**src/dsef_params.svh**
```systemverilog
/*
 Constants for the drive security erase and freeze-lock block.
 Assumes inclusion by the package and by the design module.
*/
`ifndef DSEF_PARAMS_SVH
`define DSEF_PARAMS_SVH
`define DSEF_OP_SET_PW 8'hf1
`define DSEF_OP_UNLOCK 8'hf2
`define DSEF_OP_PREPARE 8'hf3
`define DSEF_OP_ERASE 8'hf4
`define DSEF_OP_FREEZE 8'hf5
`define DSEF_OP_DISABLE 8'hf6
`define DSEF_CW_IDENT_BIT 0
`define DSEF_CW_ENH_BIT 1
`define DSEF_PW_FIRST_WORD 8'h01
`define DSEF_PW_LAST_WORD 8'h10
`define DSEF_SECTOR_LAST_WORD 8'hff
`define DSEF_ERR_ABT_BIT 2
`define DSEF_ERR_IDN_BIT 4
`define DSEF_ST_BSY_BIT 7
`define DSEF_ST_RDY_BIT 6
`define DSEF_ST_DF_BIT 5
`define DSEF_ST_DSC_BIT 4
`define DSEF_ST_DRQ_BIT 3
`define DSEF_ST_ERR_BIT 0
`define DSEF_ERASE_START_LBA 48'h0
`define DSEF_ID_ERASE_TIME_WORD 8'h59
`define DSEF_ERASE_TIME_RST 16'h0001
`endif

```
**src/dsef_pkg.sv**
```systemverilog
/*
 Types for the drive security erase and freeze-lock block.
 Assumes the constant header is on the include path.
*/
`include "dsef_params.svh"
package dsef_pkg;
    typedef struct packed {
        logic [7:0] opcode;
        logic valid;
    } dsef_cmd_t;
    typedef struct packed {
        logic [15:0] data;
        logic valid;
    } dsef_word_t;
    typedef struct packed {
        logic [47:0] lba;
        logic valid;
    } dsef_wr_t;
    typedef enum logic [4:0] {
        DSEF_IDLE = 5'b00001,
        DSEF_XFER = 5'b00010,
        DSEF_CHECK = 5'b00100,
        DSEF_ERASE = 5'b01000,
        DSEF_DONE = 5'b10000
    } dsef_state_t;
endpackage : dsef_pkg

```
**src/dsef_core.sv**
```systemverilog
/*
 Security erase-unit and freeze-lock command handling of a drive.
 Assumes commands and data words synchronous to core_clk_in, and a media
 writer that accepts one zero-fill block write per cycle when ready.
*/
// Function
// - Opcode f4 selects erase; completion clears busy and fault, only abort/IDN errors.
// - Erase all user sectors first, then turn off the lock function.
// - Erase from block 0 to native maximum, ignoring host maximum limits.
// - Erase requests exactly one data sector from the host.
// - Security disabled with user identifier aborts the erase.
// - Password mismatch aborts with no erase.
// - Control bit 0: 0 compares user password, 1 master password.
// - Control bit 1 is enhanced mode, unsupported; bits 2 to 15 reserved.
// - Sector: word 0 control, words 1 to 16 password, rest reserved.
// - Erase writes zeros with no read-back check.
// - Defect and reassign lists stay untouched by erase.
// - Erase without directly preceding prepare is aborted.
// - Master password remains stored after the erase.
// - Lock disabled: no password compare, erase directly.
// - Erase time reported in identify word 89.
// - Opcode f5 freezes at once, no data, abort only error.
// - Frozen rejects set-password, unlock, disable-password and erase.
// - Frozen clears only at power-off.
`timescale 1ns/1ns
`include "dsef_params.svh"
module dsef_core #(
    parameter int LBA_W = 48,
    parameter int PW_WORDS = 16
) (
    input wire logic core_clk_in,
    input wire logic nrst_in,
    input wire logic por_nrst_in,
    input dsef_pkg::dsef_cmd_t cmd_in,
    input dsef_pkg::dsef_word_t wdata_in,
    input wire logic [LBA_W-1:0] native_max_lba_in,
    input wire logic [PW_WORDS*16-1:0] user_pw_in,
    input wire logic [PW_WORDS*16-1:0] master_pw_in,
    input wire logic sec_enabled_in,
    input wire logic media_ready_in,
    input wire logic [7:0] id_word_sel_in,
    output dsef_pkg::dsef_wr_t media_wr_out,
    output logic [15:0] media_wdata_out,
    output logic lock_off_out,
    output logic frozen_out,
    output logic cmd_done_out,
    output logic [7:0] status_out,
    output logic [7:0] error_out,
    output logic [15:0] id_word_out
);
    import dsef_pkg::*;

    dsef_state_t state_ff;
    dsef_state_t nxt_state;
    logic [7:0] wcnt_ff;
    logic [15:0] ctrl_ff;
    logic [PW_WORDS*16-1:0] pw_ff;
    logic prep_ff;
    logic frozen_ff;
    logic [LBA_W-1:0] lba_ff;
    logic [LBA_W-1:0] max_ff;
    logic abort_ff;
    logic done_ff;
    logic lock_off_ff;
    logic [7:0] status_ff;
    logic [7:0] error_ff;
    logic [15:0] id_ff;
    logic pw_ok;
    logic id_user;
    logic lock_cmd;
    logic reject_now;
    logic erase_ok;
    logic last_word;
    logic erase_last;

    ////////////////////////////////////////////////////////////////////////
    // Decode
    assign id_user = ~ctrl_ff[`DSEF_CW_IDENT_BIT];
    assign pw_ok = id_user ? (pw_ff == user_pw_in) : (pw_ff == master_pw_in);
    assign lock_cmd = (cmd_in.opcode == `DSEF_OP_SET_PW) ||
        (cmd_in.opcode == `DSEF_OP_UNLOCK) || (cmd_in.opcode == `DSEF_OP_DISABLE) ||
        (cmd_in.opcode == `DSEF_OP_ERASE);
    assign reject_now = cmd_in.valid && lock_cmd && (frozen_ff ||
        ((cmd_in.opcode == `DSEF_OP_ERASE) && !prep_ff));
    // Password compare skipped when lock disabled, user id aborts then
    assign erase_ok = sec_enabled_in ? pw_ok : !id_user;
    assign last_word = (wcnt_ff == `DSEF_SECTOR_LAST_WORD);
    assign erase_last = media_ready_in && (lba_ff == max_ff);

    ////////////////////////////////////////////////////////////////////////
    // State machine
    always_comb begin
        nxt_state = state_ff;
        unique case (state_ff)
            DSEF_IDLE: begin
                if (cmd_in.valid && (cmd_in.opcode == `DSEF_OP_ERASE) && !reject_now) begin
                    nxt_state = DSEF_XFER;
                end
            end
            DSEF_XFER: begin
                if (wdata_in.valid && last_word) begin
                    nxt_state = DSEF_CHECK;
                end
            end
            DSEF_CHECK: begin
                nxt_state = erase_ok ? DSEF_ERASE : DSEF_DONE;
            end
            DSEF_ERASE: begin
                if (erase_last) begin
                    nxt_state = DSEF_DONE;
                end
            end
            DSEF_DONE: begin
                nxt_state = DSEF_IDLE;
            end
            default: begin
                nxt_state = DSEF_IDLE;
            end
        endcase
    end

    always_ff @(posedge core_clk_in or negedge nrst_in) begin
        if (!nrst_in) begin
            state_ff <= DSEF_IDLE;
        end else begin
            state_ff <= nxt_state;
        end
    end

    ////////////////////////////////////////////////////////////////////////
    // Sector capture
    always_ff @(posedge core_clk_in or negedge nrst_in) begin
        if (!nrst_in) begin
            wcnt_ff <= 8'h00;
            ctrl_ff <= 16'h0000;
            pw_ff <= '0;
        end else if (state_ff == DSEF_IDLE) begin
            wcnt_ff <= 8'h00;
        end else if ((state_ff == DSEF_XFER) && wdata_in.valid) begin
            wcnt_ff <= wcnt_ff + 8'h01;
            if (wcnt_ff == 8'h00) begin
                ctrl_ff <= wdata_in.data;
            end
            if ((wcnt_ff >= `DSEF_PW_FIRST_WORD) && (wcnt_ff <= `DSEF_PW_LAST_WORD)) begin
                pw_ff <= {wdata_in.data, pw_ff[PW_WORDS*16-1:16]};
            end
        end
    end

    ////////////////////////////////////////////////////////////////////////
    // Prepare tracking: only the command right before erase counts
    always_ff @(posedge core_clk_in or negedge nrst_in) begin
        if (!nrst_in) begin
            prep_ff <= 1'b0;
        end else if (cmd_in.valid) begin
            prep_ff <= (cmd_in.opcode == `DSEF_OP_PREPARE);
        end
    end

    ////////////////////////////////////////////////////////////////////////
    // Frozen mode, cleared by power-on reset only
    always_ff @(posedge core_clk_in or negedge por_nrst_in) begin
        if (!por_nrst_in) begin
            frozen_ff <= 1'b0;
        end else if (cmd_in.valid && (cmd_in.opcode == `DSEF_OP_FREEZE)) begin
            frozen_ff <= 1'b1;
        end
    end

    ////////////////////////////////////////////////////////////////////////
    // Media wipe, zeros only, no verify, defect lists untouched
    always_ff @(posedge core_clk_in or negedge nrst_in) begin
        if (!nrst_in) begin
            lba_ff <= '0;
            max_ff <= '0;
        end else if (state_ff == DSEF_CHECK) begin
            lba_ff <= LBA_W'(`DSEF_ERASE_START_LBA);
            max_ff <= native_max_lba_in;
        end else if ((state_ff == DSEF_ERASE) && media_ready_in && !erase_last) begin
            lba_ff <= lba_ff + {{(LBA_W-1){1'b0}}, 1'b1};
        end
    end

    assign media_wr_out = '{lba: 48'(lba_ff), valid: (state_ff == DSEF_ERASE)};
    assign media_wdata_out = 16'h0000;

    ////////////////////////////////////////////////////////////////////////
    // Lock function off after the wipe; master password untouched
    always_ff @(posedge core_clk_in or negedge nrst_in) begin
        if (!nrst_in) begin
            lock_off_ff <= 1'b0;
        end else begin
            lock_off_ff <= (state_ff == DSEF_ERASE) && erase_last;
        end
    end

    ////////////////////////////////////////////////////////////////////////
    // Completion, status and error
    always_ff @(posedge core_clk_in or negedge nrst_in) begin
        if (!nrst_in) begin
            abort_ff <= 1'b0;
        end else if ((state_ff == DSEF_CHECK) && !erase_ok) begin
            abort_ff <= 1'b1;
        end else if (state_ff == DSEF_IDLE) begin
            abort_ff <= 1'b0;
        end
    end

    always_ff @(posedge core_clk_in or negedge nrst_in) begin
        if (!nrst_in) begin
            done_ff <= 1'b0;
            status_ff <= 8'h50;
            error_ff <= 8'h00;
        end else begin
            done_ff <= reject_now || (state_ff == DSEF_DONE) ||
                (cmd_in.valid && (state_ff == DSEF_IDLE) &&
                ((cmd_in.opcode == `DSEF_OP_FREEZE) || (cmd_in.opcode == `DSEF_OP_PREPARE)));
            if (reject_now || ((state_ff == DSEF_DONE) && abort_ff)) begin
                status_ff <= 8'h51;
                error_ff <= 8'h04;
            end else if ((state_ff == DSEF_DONE) || (cmd_in.valid && (state_ff == DSEF_IDLE))) begin
                status_ff <= 8'h50;
                error_ff <= 8'h00;
            end else if (nxt_state == DSEF_XFER) begin
                status_ff <= 8'h58;
            end else if (state_ff == DSEF_CHECK) begin
                status_ff <= 8'h80;
            end
        end
    end

    ////////////////////////////////////////////////////////////////////////
    // Identify word for erase time
    always_ff @(posedge core_clk_in or negedge nrst_in) begin
        if (!nrst_in) begin
            id_ff <= 16'h0000;
        end else begin
            id_ff <= (id_word_sel_in == `DSEF_ID_ERASE_TIME_WORD) ?
                `DSEF_ERASE_TIME_RST : 16'h0000;
        end
    end

    assign lock_off_out = lock_off_ff;
    assign frozen_out = frozen_ff;
    assign cmd_done_out = done_ff;
    assign status_out = status_ff;
    assign error_out = error_ff;
    assign id_word_out = id_ff;

    ////////////////////////////////////////////////////////////////////////
    // Assertions
    property p_frozen_reject;
        @(posedge core_clk_in) disable iff (!nrst_in)
        (frozen_ff && cmd_in.valid && lock_cmd) |=> (cmd_done_out && error_out[`DSEF_ERR_ABT_BIT]);
    endproperty
    a_frozen_reject: assert property (p_frozen_reject) else $error("frozen lock cmd not aborted");

    property p_freeze_sets;
        @(posedge core_clk_in) disable iff (!por_nrst_in)
        (cmd_in.valid && cmd_in.opcode == `DSEF_OP_FREEZE) |=> frozen_out;
    endproperty
    a_freeze_sets: assert property (p_freeze_sets) else $error("freeze did not set");

    property p_frozen_stays;
        @(posedge core_clk_in) disable iff (!por_nrst_in)
        frozen_out |=> frozen_out;
    endproperty
    a_frozen_stays: assert property (p_frozen_stays) else $error("frozen cleared");

    property p_noprep_abort;
        @(posedge core_clk_in) disable iff (!nrst_in)
        (cmd_in.valid && cmd_in.opcode == `DSEF_OP_ERASE && !prep_ff) |=>
            (state_ff == DSEF_IDLE && status_out[`DSEF_ST_ERR_BIT]);
    endproperty
    a_noprep_abort: assert property (p_noprep_abort) else $error("erase without prepare ran");

    property p_bad_pw;
        @(posedge core_clk_in) disable iff (!nrst_in)
        (state_ff == DSEF_CHECK && sec_enabled_in && !pw_ok) |=> (state_ff == DSEF_DONE) ##1
            (error_out[`DSEF_ERR_ABT_BIT] && !media_wr_out.valid);
    endproperty
    a_bad_pw: assert property (p_bad_pw) else $error("bad password not aborted");

    property p_user_disabled;
        @(posedge core_clk_in) disable iff (!nrst_in)
        (state_ff == DSEF_CHECK && !sec_enabled_in && id_user) |=> state_ff == DSEF_DONE;
    endproperty
    a_user_disabled: assert property (p_user_disabled) else $error("disabled user id not aborted");

    property p_no_compare;
        @(posedge core_clk_in) disable iff (!nrst_in)
        (state_ff == DSEF_CHECK && !sec_enabled_in && !id_user) |=> media_wr_out.valid;
    endproperty
    a_no_compare: assert property (p_no_compare) else $error("disabled erase did not start");

    property p_erase_from_zero;
        @(posedge core_clk_in) disable iff (!nrst_in)
        $rose(media_wr_out.valid) |-> (media_wr_out.lba == '0 && media_wdata_out == 16'h0000);
    endproperty
    a_erase_from_zero: assert property (p_erase_from_zero) else $error("erase not from lba 0");

    property p_lock_after_wipe;
        @(posedge core_clk_in) disable iff (!nrst_in)
        lock_off_out |-> $past(media_wr_out.valid) && $past(media_wr_out.lba) == max_ff;
    endproperty
    a_lock_after_wipe: assert property (p_lock_after_wipe) else $error("lock off before wipe");

    property p_done_status;
        @(posedge core_clk_in) disable iff (!nrst_in)
        cmd_done_out |-> (!status_out[`DSEF_ST_BSY_BIT] && !status_out[`DSEF_ST_DF_BIT] &&
            (error_out & 8'heb) == 8'h00);
    endproperty
    a_done_status: assert property (p_done_status) else $error("bad completion status");

    property p_drq_after_accept;
        @(posedge core_clk_in) disable iff (!nrst_in)
        (state_ff == DSEF_IDLE && nxt_state == DSEF_XFER) |-> ##2 status_out[`DSEF_ST_DRQ_BIT];
    endproperty
    a_drq_after_accept: assert property (p_drq_after_accept) else $error("no data request");

    property p_sector_count;
        @(posedge core_clk_in) disable iff (!nrst_in)
        $rose(state_ff == DSEF_CHECK) |-> ($past(wcnt_ff) == `DSEF_SECTOR_LAST_WORD);
    endproperty
    a_sector_count: assert property (p_sector_count) else $error("sector length wrong");

    property p_zero_data;
        @(posedge core_clk_in) disable iff (!nrst_in)
        media_wr_out.valid |-> (media_wdata_out == 16'h0000);
    endproperty
    a_zero_data: assert property (p_zero_data) else $error("wipe data not zero");

    property p_wipe_step;
        @(posedge core_clk_in) disable iff (!nrst_in)
        (media_wr_out.valid && media_ready_in && (media_wr_out.lba != 48'(max_ff))) |=>
            (media_wr_out.lba == $past(media_wr_out.lba) + 48'h1);
    endproperty
    a_wipe_step: assert property (p_wipe_step) else $error("wipe skipped a block");

    property p_max_native;
        @(posedge core_clk_in) disable iff (!nrst_in)
        $rose(media_wr_out.valid) |-> (max_ff == native_max_lba_in);
    endproperty
    a_max_native: assert property (p_max_native) else $error("wipe end not native max");

    property p_abort_no_wipe;
        @(posedge core_clk_in) disable iff (!nrst_in)
        abort_ff |-> !media_wr_out.valid;
    endproperty
    a_abort_no_wipe: assert property (p_abort_no_wipe) else $error("aborted erase wrote");

    property p_abort_status;
        @(posedge core_clk_in) disable iff (!nrst_in)
        (state_ff == DSEF_DONE && abort_ff) |=>
            (status_out[`DSEF_ST_ERR_BIT] && error_out[`DSEF_ERR_ABT_BIT] && cmd_done_out);
    endproperty
    a_abort_status: assert property (p_abort_status) else $error("abort not reported");

    property p_freeze_ok;
        @(posedge core_clk_in) disable iff (!nrst_in)
        (cmd_in.valid && cmd_in.opcode == `DSEF_OP_FREEZE && state_ff == DSEF_IDLE) |=>
            (cmd_done_out && frozen_out && error_out == 8'h00);
    endproperty
    a_freeze_ok: assert property (p_freeze_ok) else $error("freeze not completed");

    property p_id_word;
        @(posedge core_clk_in) disable iff (!nrst_in)
        (id_word_sel_in == `DSEF_ID_ERASE_TIME_WORD) |=> (id_word_out == `DSEF_ERASE_TIME_RST);
    endproperty
    a_id_word: assert property (p_id_word) else $error("erase time word wrong");

    property p_prep_needed;
        @(posedge core_clk_in) disable iff (!nrst_in)
        (state_ff == DSEF_IDLE && nxt_state == DSEF_XFER) |-> (prep_ff && !frozen_ff);
    endproperty
    a_prep_needed: assert property (p_prep_needed) else $error("erase accepted wrongly");
endmodule : dsef_core

```
**config.mk**
```make
export PLATFORM = sky130hd
export DESIGN_NAME = dsef_core
export DESIGN_NICKNAME = d
export VERILOG_FILES = /design/src/dsef_pkg.sv /design/src/dsef_core.sv
export VERILOG_INCLUDE_DIRS = /design/src
export SDC_FILE = /design/constraint.sdc
export NUM_CORES = 1
export LEC_CHECK = 0
export BUFFER_PORTS_ARGS = -buffer_cell sky130_fd_sc_hd__buf_2
export CAP_MARGIN = 10
export CELL_PAD_IN_SITES_DETAIL_PLACEMENT = 0
export CELL_PAD_IN_SITES_GLOBAL_PLACEMENT = 1
export CORE_UTILIZATION = 30
export DETAILED_ROUTE_END_ITERATION = 10
export GPL_ROUTABILITY_DRIVEN = 1
export GPL_TIMING_DRIVEN = 0
export PLACE_DENSITY = 0.69
export SLEW_MARGIN = 15
export SYNTH_ARGS = -nofsm -noshare
export SYNTH_HDL_FRONTEND = slang
export SYNTH_SLANG_ARGS = --single-unit
```
**constraint.sdc**
```tcl
create_clock -name core_clk_in -period 2.6 [get_ports core_clk_in]
set_input_delay 0.26 -clock core_clk_in [delete_from_list [all_inputs] [get_ports core_clk_in]]
set_output_delay 0.26 -clock core_clk_in [all_outputs]
set_load 0.03 [all_outputs]
```
# --- Word level (Yosys, flattened, before mapping) ---
# Index checks and enable logic that the tools add are counted.
totals:
  ff_bits: 388
  input_bits: 599
  out_inout_bits: 100
  wordCells: 94
op_classes:
  n_addsub: 2
  n_lt_le_gt_ge: 2
  eq_ne: 17
  mux: 20
  bitwise_logic: 1
  reduce_logical: 38
op_table:
  columns: ["cell", "n"]
  rows:
  - ["== test 256 bit", 2]
  - ["2-to-1 mux 48 bit", 2]
  - ["2-to-1 mux 8 bit", 8]
  - ["== test 8 bit (second input constant)", 7]
  - ["adder 48 x 1 -> 48 bit (second input constant)", 1]
  - ["== test 48 bit", 1]
  - ["2-to-1 mux 5 bit", 4]
  - ["one-hot mux 5 bit (4 select lines)", 1]
  - ["logical AND 1 bit", 17]
  - ["== test 5 x 2 -> 1 bit (second input constant)", 2]
  - ["logical OR 1 bit", 9]
  - ["adder 8 x 1 -> 8 bit (second input constant)", 1]
  - ["== test 8 x 7 -> 1 bit (second input constant)", 1]
  - ["greater-or-equal comparator 8 x 1 -> 1 bit (second input constant)", 1]
  - ["<= comparator 8 x 5 -> 1 bit (second input constant)", 1]
  - ["zero test 8 bit", 1]
  - ["nonzero test 2 bit", 4]
  - ["AND reduction 3 bit", 2]
  - ["== test 5 x 1 -> 1 bit (second input constant)", 1]
  - ["== test 5 x 3 -> 1 bit (second input constant)", 1]
  - ["== test 5 x 4 -> 1 bit (second input constant)", 1]
  - ["== test 5 bit (second input constant)", 1]
  - ["2-to-1 mux 1 bit", 5]
  - ["zero test 1 bit", 4]
  - ["other kinds (2)", 2]

# --- Longest topological paths before layout ---
# Gate-level depths: netlist of the first run.
depth:
  ltp_word: 14
  depth_mapped: 12

# --- Worst setup path after synthesis of the first run ---
# No wires, ideal clock.
synth_timing:
  kind: "register to register"
  from: "register lba_ff[4]"
  to: "register lba_ff[45]"
  setup_ns: 0.136
  t_arrival_ns: 2.622
  required_time_ns: 2.464
  path_slack_ns: -0.158
  path_stages_with_launch: 11
  n_path_buf: 3
  path_cell_list: "dfrtp_1 > and4_1 > and3_4 > and4_4 > nand4_4 > or3_1 > buf_2 > clkbuf_1 > clkbuf_1 > o31ai_1 > a21oi_1"
synth_via:
  elab_chain_cells: 5
synth_rtl:
  columns: ["item", "line_no", "source"]
  rows:
  - ["start, declared", "dsef_core.sv:60", "logic [LBA_W-1:0] lba_ff;"]
  - ["start signal, assigned", "dsef_core.sv:177", "lba_ff <= LBA_W'(`DSEF_ERASE_START_LBA);"]
  - ["start signal, assigned", "dsef_core.sv:180", "lba_ff <= lba_ff + {{(LBA_W-1){1'b0}}, 1'b1};"]
  - ["parallel branches: the longest is 5 deep, another holds adder 48 x 1 -> 48 bit", null, null]
# Parallel ways; which one is timed is not known. The select of a mux whose other input is x is not followed.
# A chain may end at the register's enable or synchronous reset.

# --- Final worst setup path of the first run ---
layout_timing:
  from: "register ctrl_ff[0]"
  to: "register abort_ff"
layout_via:
  elab_chain_cells: 5
layout_rtl:
  columns: ["item", "line_no", "source"]
  rows:
  - ["start, declared", "dsef_core.sv:56", "logic [15:0] ctrl_ff;"]
  - ["start signal, assigned", "dsef_core.sv:142", "ctrl_ff <= wdata_in.data;"]
  - ["2-to-1 mux 1 bit", "dsef_core.sv:79", "assign pw_ok = id_user ? (pw_ff == user_pw_in) : (pw_ff == master_pw_in);"]
  - ["2-to-1 mux 1 bit *", "dsef_core.sv:86", "assign erase_ok = sec_enabled_in ? pw_ok : !id_user;"]
  - ["zero test 1 bit *", "dsef_core.sv:202", "end else if ((state_ff == DSEF_CHECK) && !erase_ok) begin"]
  - ["logical AND 1 bit *", "dsef_core.sv:202", null]
  - ["2-to-1 mux 1 bit / nonzero test 2 bit (equally long branches)", null, null]
  - ["end signal, assigned", "dsef_core.sv:201", "abort_ff <= 1'b0;"]
  - ["end signal, assigned", "dsef_core.sv:203", "abort_ff <= 1'b1;"]
  - ["end signal, assigned", "dsef_core.sv:205", "abort_ff <= 1'b0;"]
  - ["end, declared", "dsef_core.sv:62", "logic abort_ff;"]
# Every way passes the cells marked *; elsewhere a longest branch is shown, timed or not.

==> summary.md, run 1 <==
| Metric | Value |
|---|---|
| Worst Skew | 0.02625 ns |
| Num CTS Buffers | 45 |
| Maximum VDD drop | 0.3955 mV |
| Worst Tran Pin Value | 0.7601 ns |
| Average size of a mapped cell | 11.14 um2 |
| Die Span Y | 270.0 um |
| Synthesis-to-layout area growth | 45.90% |
| Async set-reset flop share out of synthesis | 100.0% |
| Tmin final | 3.377 ns |
| Total gr overflow | 0 |
| Final cell utilization of the core | 44.59% |
| RSZ-0062 raised after global routing | yes |
| GR peak layer | met2 |
| DP Cell Count | 3575 |
| Hold crit path type | in2reg |
| Maximum buffer depth of the clock tree | 3 |
| Number of synthesized flops with an enable pin | 0 |
| DP Area | 0.02631 mm2 |
| Tcrit/Tclk final | 129.9% |
| Vias in the first global route | 21160 |
| Layout net count | 3440 |
| Met2 usage | 54.46% |
| Initial antenna violation count | 10 |
| Top FF cell, synth | dfrtp_1 |
| Crit path kind | reg2reg |
| Max frequency | 296.1 MHz |
| Max_cap viols | 0 |
| Max-slew violations | 0 |
| Drt first pass iters | 8 |
| Setup violators final | 4 |
| Final WL | 123000 um |
| CTS sink cnt | 377 |
| Rel. slew slack | 47.87% |
| Post-synthesis sequential area ratio | 43.79% |
| H-tree levels | 2 |
| Via density | 5.405 |
| Cell Rows | 97 |
| PortBufs | 657 |
| Hold Fails Final Rpt | 0 |
| Via count | 20630 |
| Pin count of the biggest net entering global routing | 87 |
| Syn Inst Count | 1934 |
| Pwr Density | 447.0 mW/mm2 |
| Core area | 0.07051 mm2 |
| Root buf cell | clkbuf_16 |
| Overall Global Routing Usage | 32.69% |
| HPWL after DPL | 98530 um |
| Die X | 270.0 um |
| Met3 GRT Util | 5.183% |
| Ports | 699 |
| Post-route ant nets | 0 |
| Worst setup margin | -0.7775 ns |
| Critical Path AT | 3.82 ns |
| Initial drt markers | 1516 |
| Pre-CTS setup slack | -2.494 ns |
| DRC | 0 |
| Met1 Use GR | 40.60% |
| Mapped Area | 0.02155 mm2 |
| Worst-path cell chain | buf_6 > bufbuf_16 > buf_8 > buf_16 > buf_4 > mux2i_2 > o2bb2ai_1 > nor4_2 > nand4_1 > nor4_4 > a311o_1 > nand3_1 |
| Initial Util | 30.56% |
| Design area | 0.03144 mm2 |
| Required @ worst endpoint | 3.04 ns |
| Global-route wire length before repair | 165300 um |
| Yosys cell types | 60 |
| Crit-path max cell delay | 0.41 ns |
| Crit start category | flip-flop |
| Clk_lat worst skew | 0.59 ns |
| Die area | 0.07290 mm2 |
| Finished Layout Cells | 3817 |
| CP max FO | 10 |
| Leak | 14.18 nW |
| Drt wl/cell | 32.23 um |
| Worst setup EP type | flip-flop |
| # fillers | 6771 |
| CP max-delay cell | mux2i_2 |
| CTS tree | built |
| Layout cells sized above 1 | 48.80% |
| Synth warn | 0 |
| Clock transition at path regs | 0.05 ns |
| RD Place Congestion | 1.011 |
| Seq cells post-synth | 377 |
| Failing checks | setup timing |
| Sum Neg Setup Slack | -2.270 ns |
| Status | finished with violations |
-- worst max-delay path: cells and delay by family, from the launching register on --
kind	cells	cell delay, ns
AOI/OAI and AO/OA	2	0.42
muxes	1	0.41
and+or+nand+nor	4	1.04
DFF	1	0.33
buffers and inverters	5	0.98
-- kinds of logic after synthesis --
group,Yosys count,synth area share (%)
multiplexers,517,25.51
AND/OR/NAND/NOR,461,11.24
flip-flops,377,43.79
AO/OA/AOI/OAI,219,7.107
XOR/XNOR,199,8.088
buffers and inverters,156,4.018
adder cells (fa/ha/maj),4,0.2323
other,1,0.01740
-- final timing paths --
| path | slack [ns] | cells past startpoint | end | from |
|---|---|---|---|---|
| max reg2reg | -0.78 | 12 | abort_ff | ctrl_ff[0] |
| min in group asynchronous | 0.24 | 2 | cmd_done_out | nrst_in |
| max | -0.78 | 12 | abort_ff | ctrl_ff[0] |
| max in group asynchronous | 0.71 | 5 | pw_ff[243] | nrst_in |
| min | 0.05 | 3 | state_ff[2] | wdata_in[0] |
| min reg2reg | 0.49 | 2 | status_out[6] | status_out[6] |
-- area by class of cell --
class,instances,area [um2],area share [%]
inverters,21,82.58,0.2627
flip-flops and latches,377,9457,30.08
well taps,940,1176,3.741
repair buffers,821,5082,16.17
clock buffers,58,1247,3.968
multi-input cells,1441,12750,40.57
clock inverters,21,250.2,0.7960
plain buffers,130,1370,4.358
diodes,8,20.02,0.06368
-- what timing repair did --
| action | CTS | global route |
|---|---|---|
| endpoints found under the hold margin | 140 | 0 |
| buffers inserted | 51 | 30 |
| endpoints found under the setup margin | 346 | 334 |
| resized for setup | 271 | 196 |
| hold buffers | 73 | 0 |
| pin swaps | 67 | 82 |
| gates cloned | 4 | 5 |
-- per-layer routing --
layer | vias up | routed length (um)
li1 | 8855 | -
met1 | 10420 | 48840
met2 | 1064 | 58060
met3 | 279 | 8229
met4 | 8 | 7839
met5 | - | 46
-- cells in the mapped netlist (all sizes together) (20+ instances only) --
| master | number | area [um2] |
|---|---|---|
| o31ai | 25 | 187.7 |
| nor4 | 64 | 406.6 |
| or4 | 33 | 247.7 |
| o2bb2ai | 26 | 227.7 |
| nand4 | 51 | 334.1 |
| nand3 | 31 | 155.2 |
| buf | 81 | 584.3 |
| a21oi | 42 | 210.2 |
| dfrtp | 375 | 9384 |
| o21ai | 27 | 135.1 |
| nor2 | 24 | 90.09 |
| clkbuf | 54 | 202.7 |
| mux2i | 260 | 2603 |
| xor2 | 32 | 280.3 |
| o22ai | 29 | 181.4 |
| a22o | 20 | 175.2 |
| mux2 | 257 | 2894 |
| inv | 21 | 78.83 |
| nand2 | 190 | 713.2 |
| xnor2 | 167 | 1463 |
-- power by group --
group	leakage [nW]	internal, mW	switching (mW)	total, mW
sequential	4.96	5.87	0.00228	5.87
clock	0.726	3.88	2.71	6.59
combinational	8.49	0.684	0.912	1.60
-- cells in the final DEF (no fill, tap or decap), types with 16 or more instances in the layout --
cell,n
buf_2,658
dfrtp_1,359
mux2_2,257
mux2i_1,195
nand2_1,187
xnor2_1,158
buf_4,113
dlygate4sd3_1,73
clkbuf_16,56
nand4_1,50
conb_1,41
nor4_1,38
mux2i_2,37
nand3_1,29
o22ai_1,28
mux2i_4,28
a21oi_1,28
clkbuf_1,26
o2bb2ai_1,25
xor2_1,25
nor2_1,23
buf_12,21
inv_1,20
a22o_1,20
or4_4,17
or3_1,16
a2bb2oi_1,16
or4_1,16
dfrtp_2,16
-- sequential cells by signal (all words and copies together) (netlist names) --
name          cells
pw_ff           256
lba_ff           48
max_ff           48
wcnt_ff           8
state_ff          5
status_out        4
abort_ff          1
cmd_done_out      1
ctrl_ff           1
error_out         1
frozen_out        1
id_word_out       1
lock_off_out      1
prep_ff           1
-- per-stage QoR --
stage	power, mW	hold slack, ns
CTS	14.08	0.01180
global placement	7.344	0.03647
finish	14.05	0.05408
floorplan	6.419	-0.03559
global route	14.40	0.06897
detailed placement	7.374	0.03741
No activity file was read; power rests on OpenSTA's default activity.
==> inputs of run 2 (changes only) <==
--- a/config.mk
+++ b/config.mk
@@ -10,6 +10,7 @@
 export CAP_MARGIN = 10
 export CELL_PAD_IN_SITES_DETAIL_PLACEMENT = 0
 export CELL_PAD_IN_SITES_GLOBAL_PLACEMENT = 1
+export CORE_MARGIN = 2
 export CORE_UTILIZATION = 30
 export DETAILED_ROUTE_END_ITERATION = 10
 export GPL_ROUTABILITY_DRIVEN = 1
==> summary.md, run 2 (synthesis gave the netlist of run 1 again) <==
| Metric | Value |
|---|---|
| Required @ worst endpoint | 3.03 ns (was 3.04 ns) |
| Clk_lat worst skew | 0.59 ns (about the same) |
| Total gr overflow | 0 (unchanged) |
| Leak | 14.26 nW (was 14.18 nW) |
| Die X | 272.0 um (was 270.0 um) |
| Most frequent cells in the layout | 662 x buf_2, 357 x dfrtp_1, 257 x mux2_2 (was 658 x buf_2, 359 x dfrtp_1, 257 x mux2_2) |
| Max reg flops | 256 (unchanged) |
| Overall Global Routing Usage | 32.54% (was 32.69%) |
| R2R setup slack | -0.73 ns (was -0.78 ns) |
| Initial antenna violation count | 12 (was 10) |
| Hold path depth | 2 (was 3) |
| Pin count of the biggest net entering global routing | 99 (was 87) |
| # fillers | 6748 (was 6771) |
| Top Registers | pw_ff (256), lba_ff (48), max_ff (48) (unchanged) |
| Reg2Reg Depth | 11 (was 12) |
| Max frequency | 300.5 MHz (was 296.1 MHz) |
| Hold Fails Final Rpt | 0 (unchanged) |
| Internal power | 10.41 mW (was 10.43 mW) |
| Hold Worst Slack | 0.06724 ns (was 0.05408 ns) |
| Via count | 20420 (was 20630) |
| Sum Neg Setup Slack | -2.505 ns (was -2.270 ns) |
| Drt wl/cell | 32.62 um (was 32.23 um) |
| Failing checks | setup timing (unchanged) |
| Design area | 0.03179 mm2 (was 0.03144 mm2) |
| Clock transition at path regs | 0.06 ns (was 0.05 ns) |
| Worst Tran Pin Value | 0.7309 ns (was 0.7601 ns) |
| Most common cell after layout, fill and taps aside | buf_2 (unchanged) |
| Die Span Y | 272.0 um (was 270.0 um) |
| CP max FO | 10 (unchanged) |
| Die area | 0.07399 mm2 (was 0.07290 mm2) |
| Setup violators final | 26 (was 4) |
| Biggest register | pw_ff (unchanged) |
| Hold crit path type | in2reg (unchanged) |
| Met2 wire length | 59540 um (was 58060 um) |
| Layout cells sized above 1 | 50.42% (was 48.80%) |
| PortBufs | 657 (unchanged) |
| Sw Pwr | 3.725 mW (was 3.621 mW) |
| Crit start category | flip-flop (unchanged) |
| Net Sw Frac | 26.35% (was 25.76%) |
| Top Layer Used | met5 (unchanged) |
| Worst Skew | 0.04176 ns (was 0.02625 ns) |
| Worst setup margin | -0.7282 ns (was -0.7775 ns) |
| Maximum buffer depth of the clock tree | 3 (unchanged) |
| Pwr Density | 444.7 mW/mm2 (was 447.0 mW/mm2) |
| DRC | 0 (unchanged) |
| Core area | 0.07124 mm2 (was 0.07051 mm2) |
| Drt first pass iters | 5 (was 8) |
| Ports | 699 (unchanged) |
| Global-route wire length before repair | 165600 um (was 165300 um) |
| Tmin final | 3.328 ns (was 3.377 ns) |
| Tcrit/Tclk final | 128.0% (was 129.9%) |
| Initial Util | 30.25% (was 30.56%) |
| Rel. slew slack | 51.27% (was 47.87%) |
| Crit path kind | reg2reg (unchanged) |
| Critical Path AT | 3.76 ns (was 3.82 ns) |
| CTS sink cnt | 377 (unchanged) |
| Clock power share | 46.9% (about the same) |
| Vias in the first global route | 20730 (was 21160) |
| Status | finished with violations (unchanged) |
| H-tree levels | 2 (unchanged) |
| RD Place Congestion | 0.9982 (was 1.011) |
| Comb pwr share | 11.6% (was 11.4%) |
| Worst setup EP type | flip-flop (unchanged) |
| RSZ-0062 raised after global routing | yes (unchanged) |
| DP Area | 0.02632 mm2 (was 0.02631 mm2) |
| Wl on met1 | 48920 um (was 48840 um) |
| Layout net count | 3441 (was 3440) |
| Cell Rows | 98 (was 97) |
| Synthesis-to-layout area growth | 47.53% (was 45.90%) |
| Initial drt markers | 1585 (was 1516) |
| Post-route ant nets | 0 (unchanged) |
| Maximum VDD drop | 0.4088 mV (was 0.3955 mV) |
| Final WL | 124800 um (was 123000 um) |
| Max_cap viols | 0 (unchanged) |
| Root buf cell | clkbuf_16 (unchanged) |
| Pre-CTS setup slack | -2.501 ns (was -2.494 ns) |
| CTS tree | built (unchanged) |
| HPWL after DPL | 99040 um (was 98530 um) |
| Reg power frac | 41.5% (was 41.8%) |
| Via density | 5.340 (was 5.405) |
| Metal3 WL | 8253 um (was 8229 um) |
| Max-slew violations | 0 (unchanged) |
| Num CTS Buffers | 46 (was 45) |
[run 2: power groups by stage]
stage          logic [mW]  clock network (mW)  registers (mW)
2_1_floorplan       0.437                   0            5.98
3_3_place_gp         1.37                   0            5.98
3_5_place_dp         1.40                   0            5.98
4_1_cts              1.56                6.69            5.87
5_1_grt              1.72                6.95            5.87
6_report             1.64                6.62            5.87
[run 2: final timing paths]
path	startpoint	to
min reg2reg	error_out[2]	error_out[2]
max	ctrl_ff[0]	state_ff[4]
max reg2reg	ctrl_ff[0]	state_ff[4]
max in group asynchronous	nrst_in	pw_ff[175]
min in group asynchronous	nrst_in	cmd_done_out
min	wdata_in[1]	pw_ff[240]
[run 2: per-layer routing]
layer | track usage, % | up-vias
met5 | 0 | -
met4 | 16.56 | 12
met1 | 40.20 | 10290
li1 | - | 8848
met2 | 54.83 | 1008
met3 | 5.378 | 267
[run 2: metrics by stage]
step,power (mW),std cells,utilization (%)
finish,14.14,3825,44.62
global route,14.54,3825,44.62
CTS,14.12,3775,42.12
detailed placement,7.378,3585,36.95
global placement,7.350,3581,36.77
floorplan,6.419,1974,-
[run 2: repair_timing]
| action | CTS | global route |
|---|---|---|
| gates cloned | 4 | 5 |
| setup buffers | 33 | 45 |
| pin swaps | 34 | 104 |
| hold endpoints to repair | 135 | 0 |
| hold buffers | 73 | 0 |
| setup endpoints to repair | 346 | 295 |
| resized for setup | 248 | 268 |
[run 2: worst max-delay path, stage by stage (launching register included)]
cell and delay (ns):
dfrtp_2 0.40, buf_12 0.14, buf_16 0.21, buf_16 0.21, buf_16 0.20, mux2i_4 0.35, xnor2_2 0.18, nor4_4 0.41
nand4_1 0.29, nor4_4 0.39, a311o_1 0.27, nand3_1 0.08
[run 2: final cells by class]
class / instances / area [um2] / share of cell area [%]
diodes: 1 / 2.502 / 0.007872
plain buffers: 130 / 1359 / 4.274
clock buffers: 66 / 1356 / 4.267
clock inverters: 18 / 175.2 / 0.5510
inverters: 21 / 78.83 / 0.2480
multi-input cells: 1441 / 13100 / 41.21
flip-flops and latches: 377 / 9459 / 29.76
well taps: 950 / 1189 / 3.739
repair buffers: 821 / 5071 / 15.95
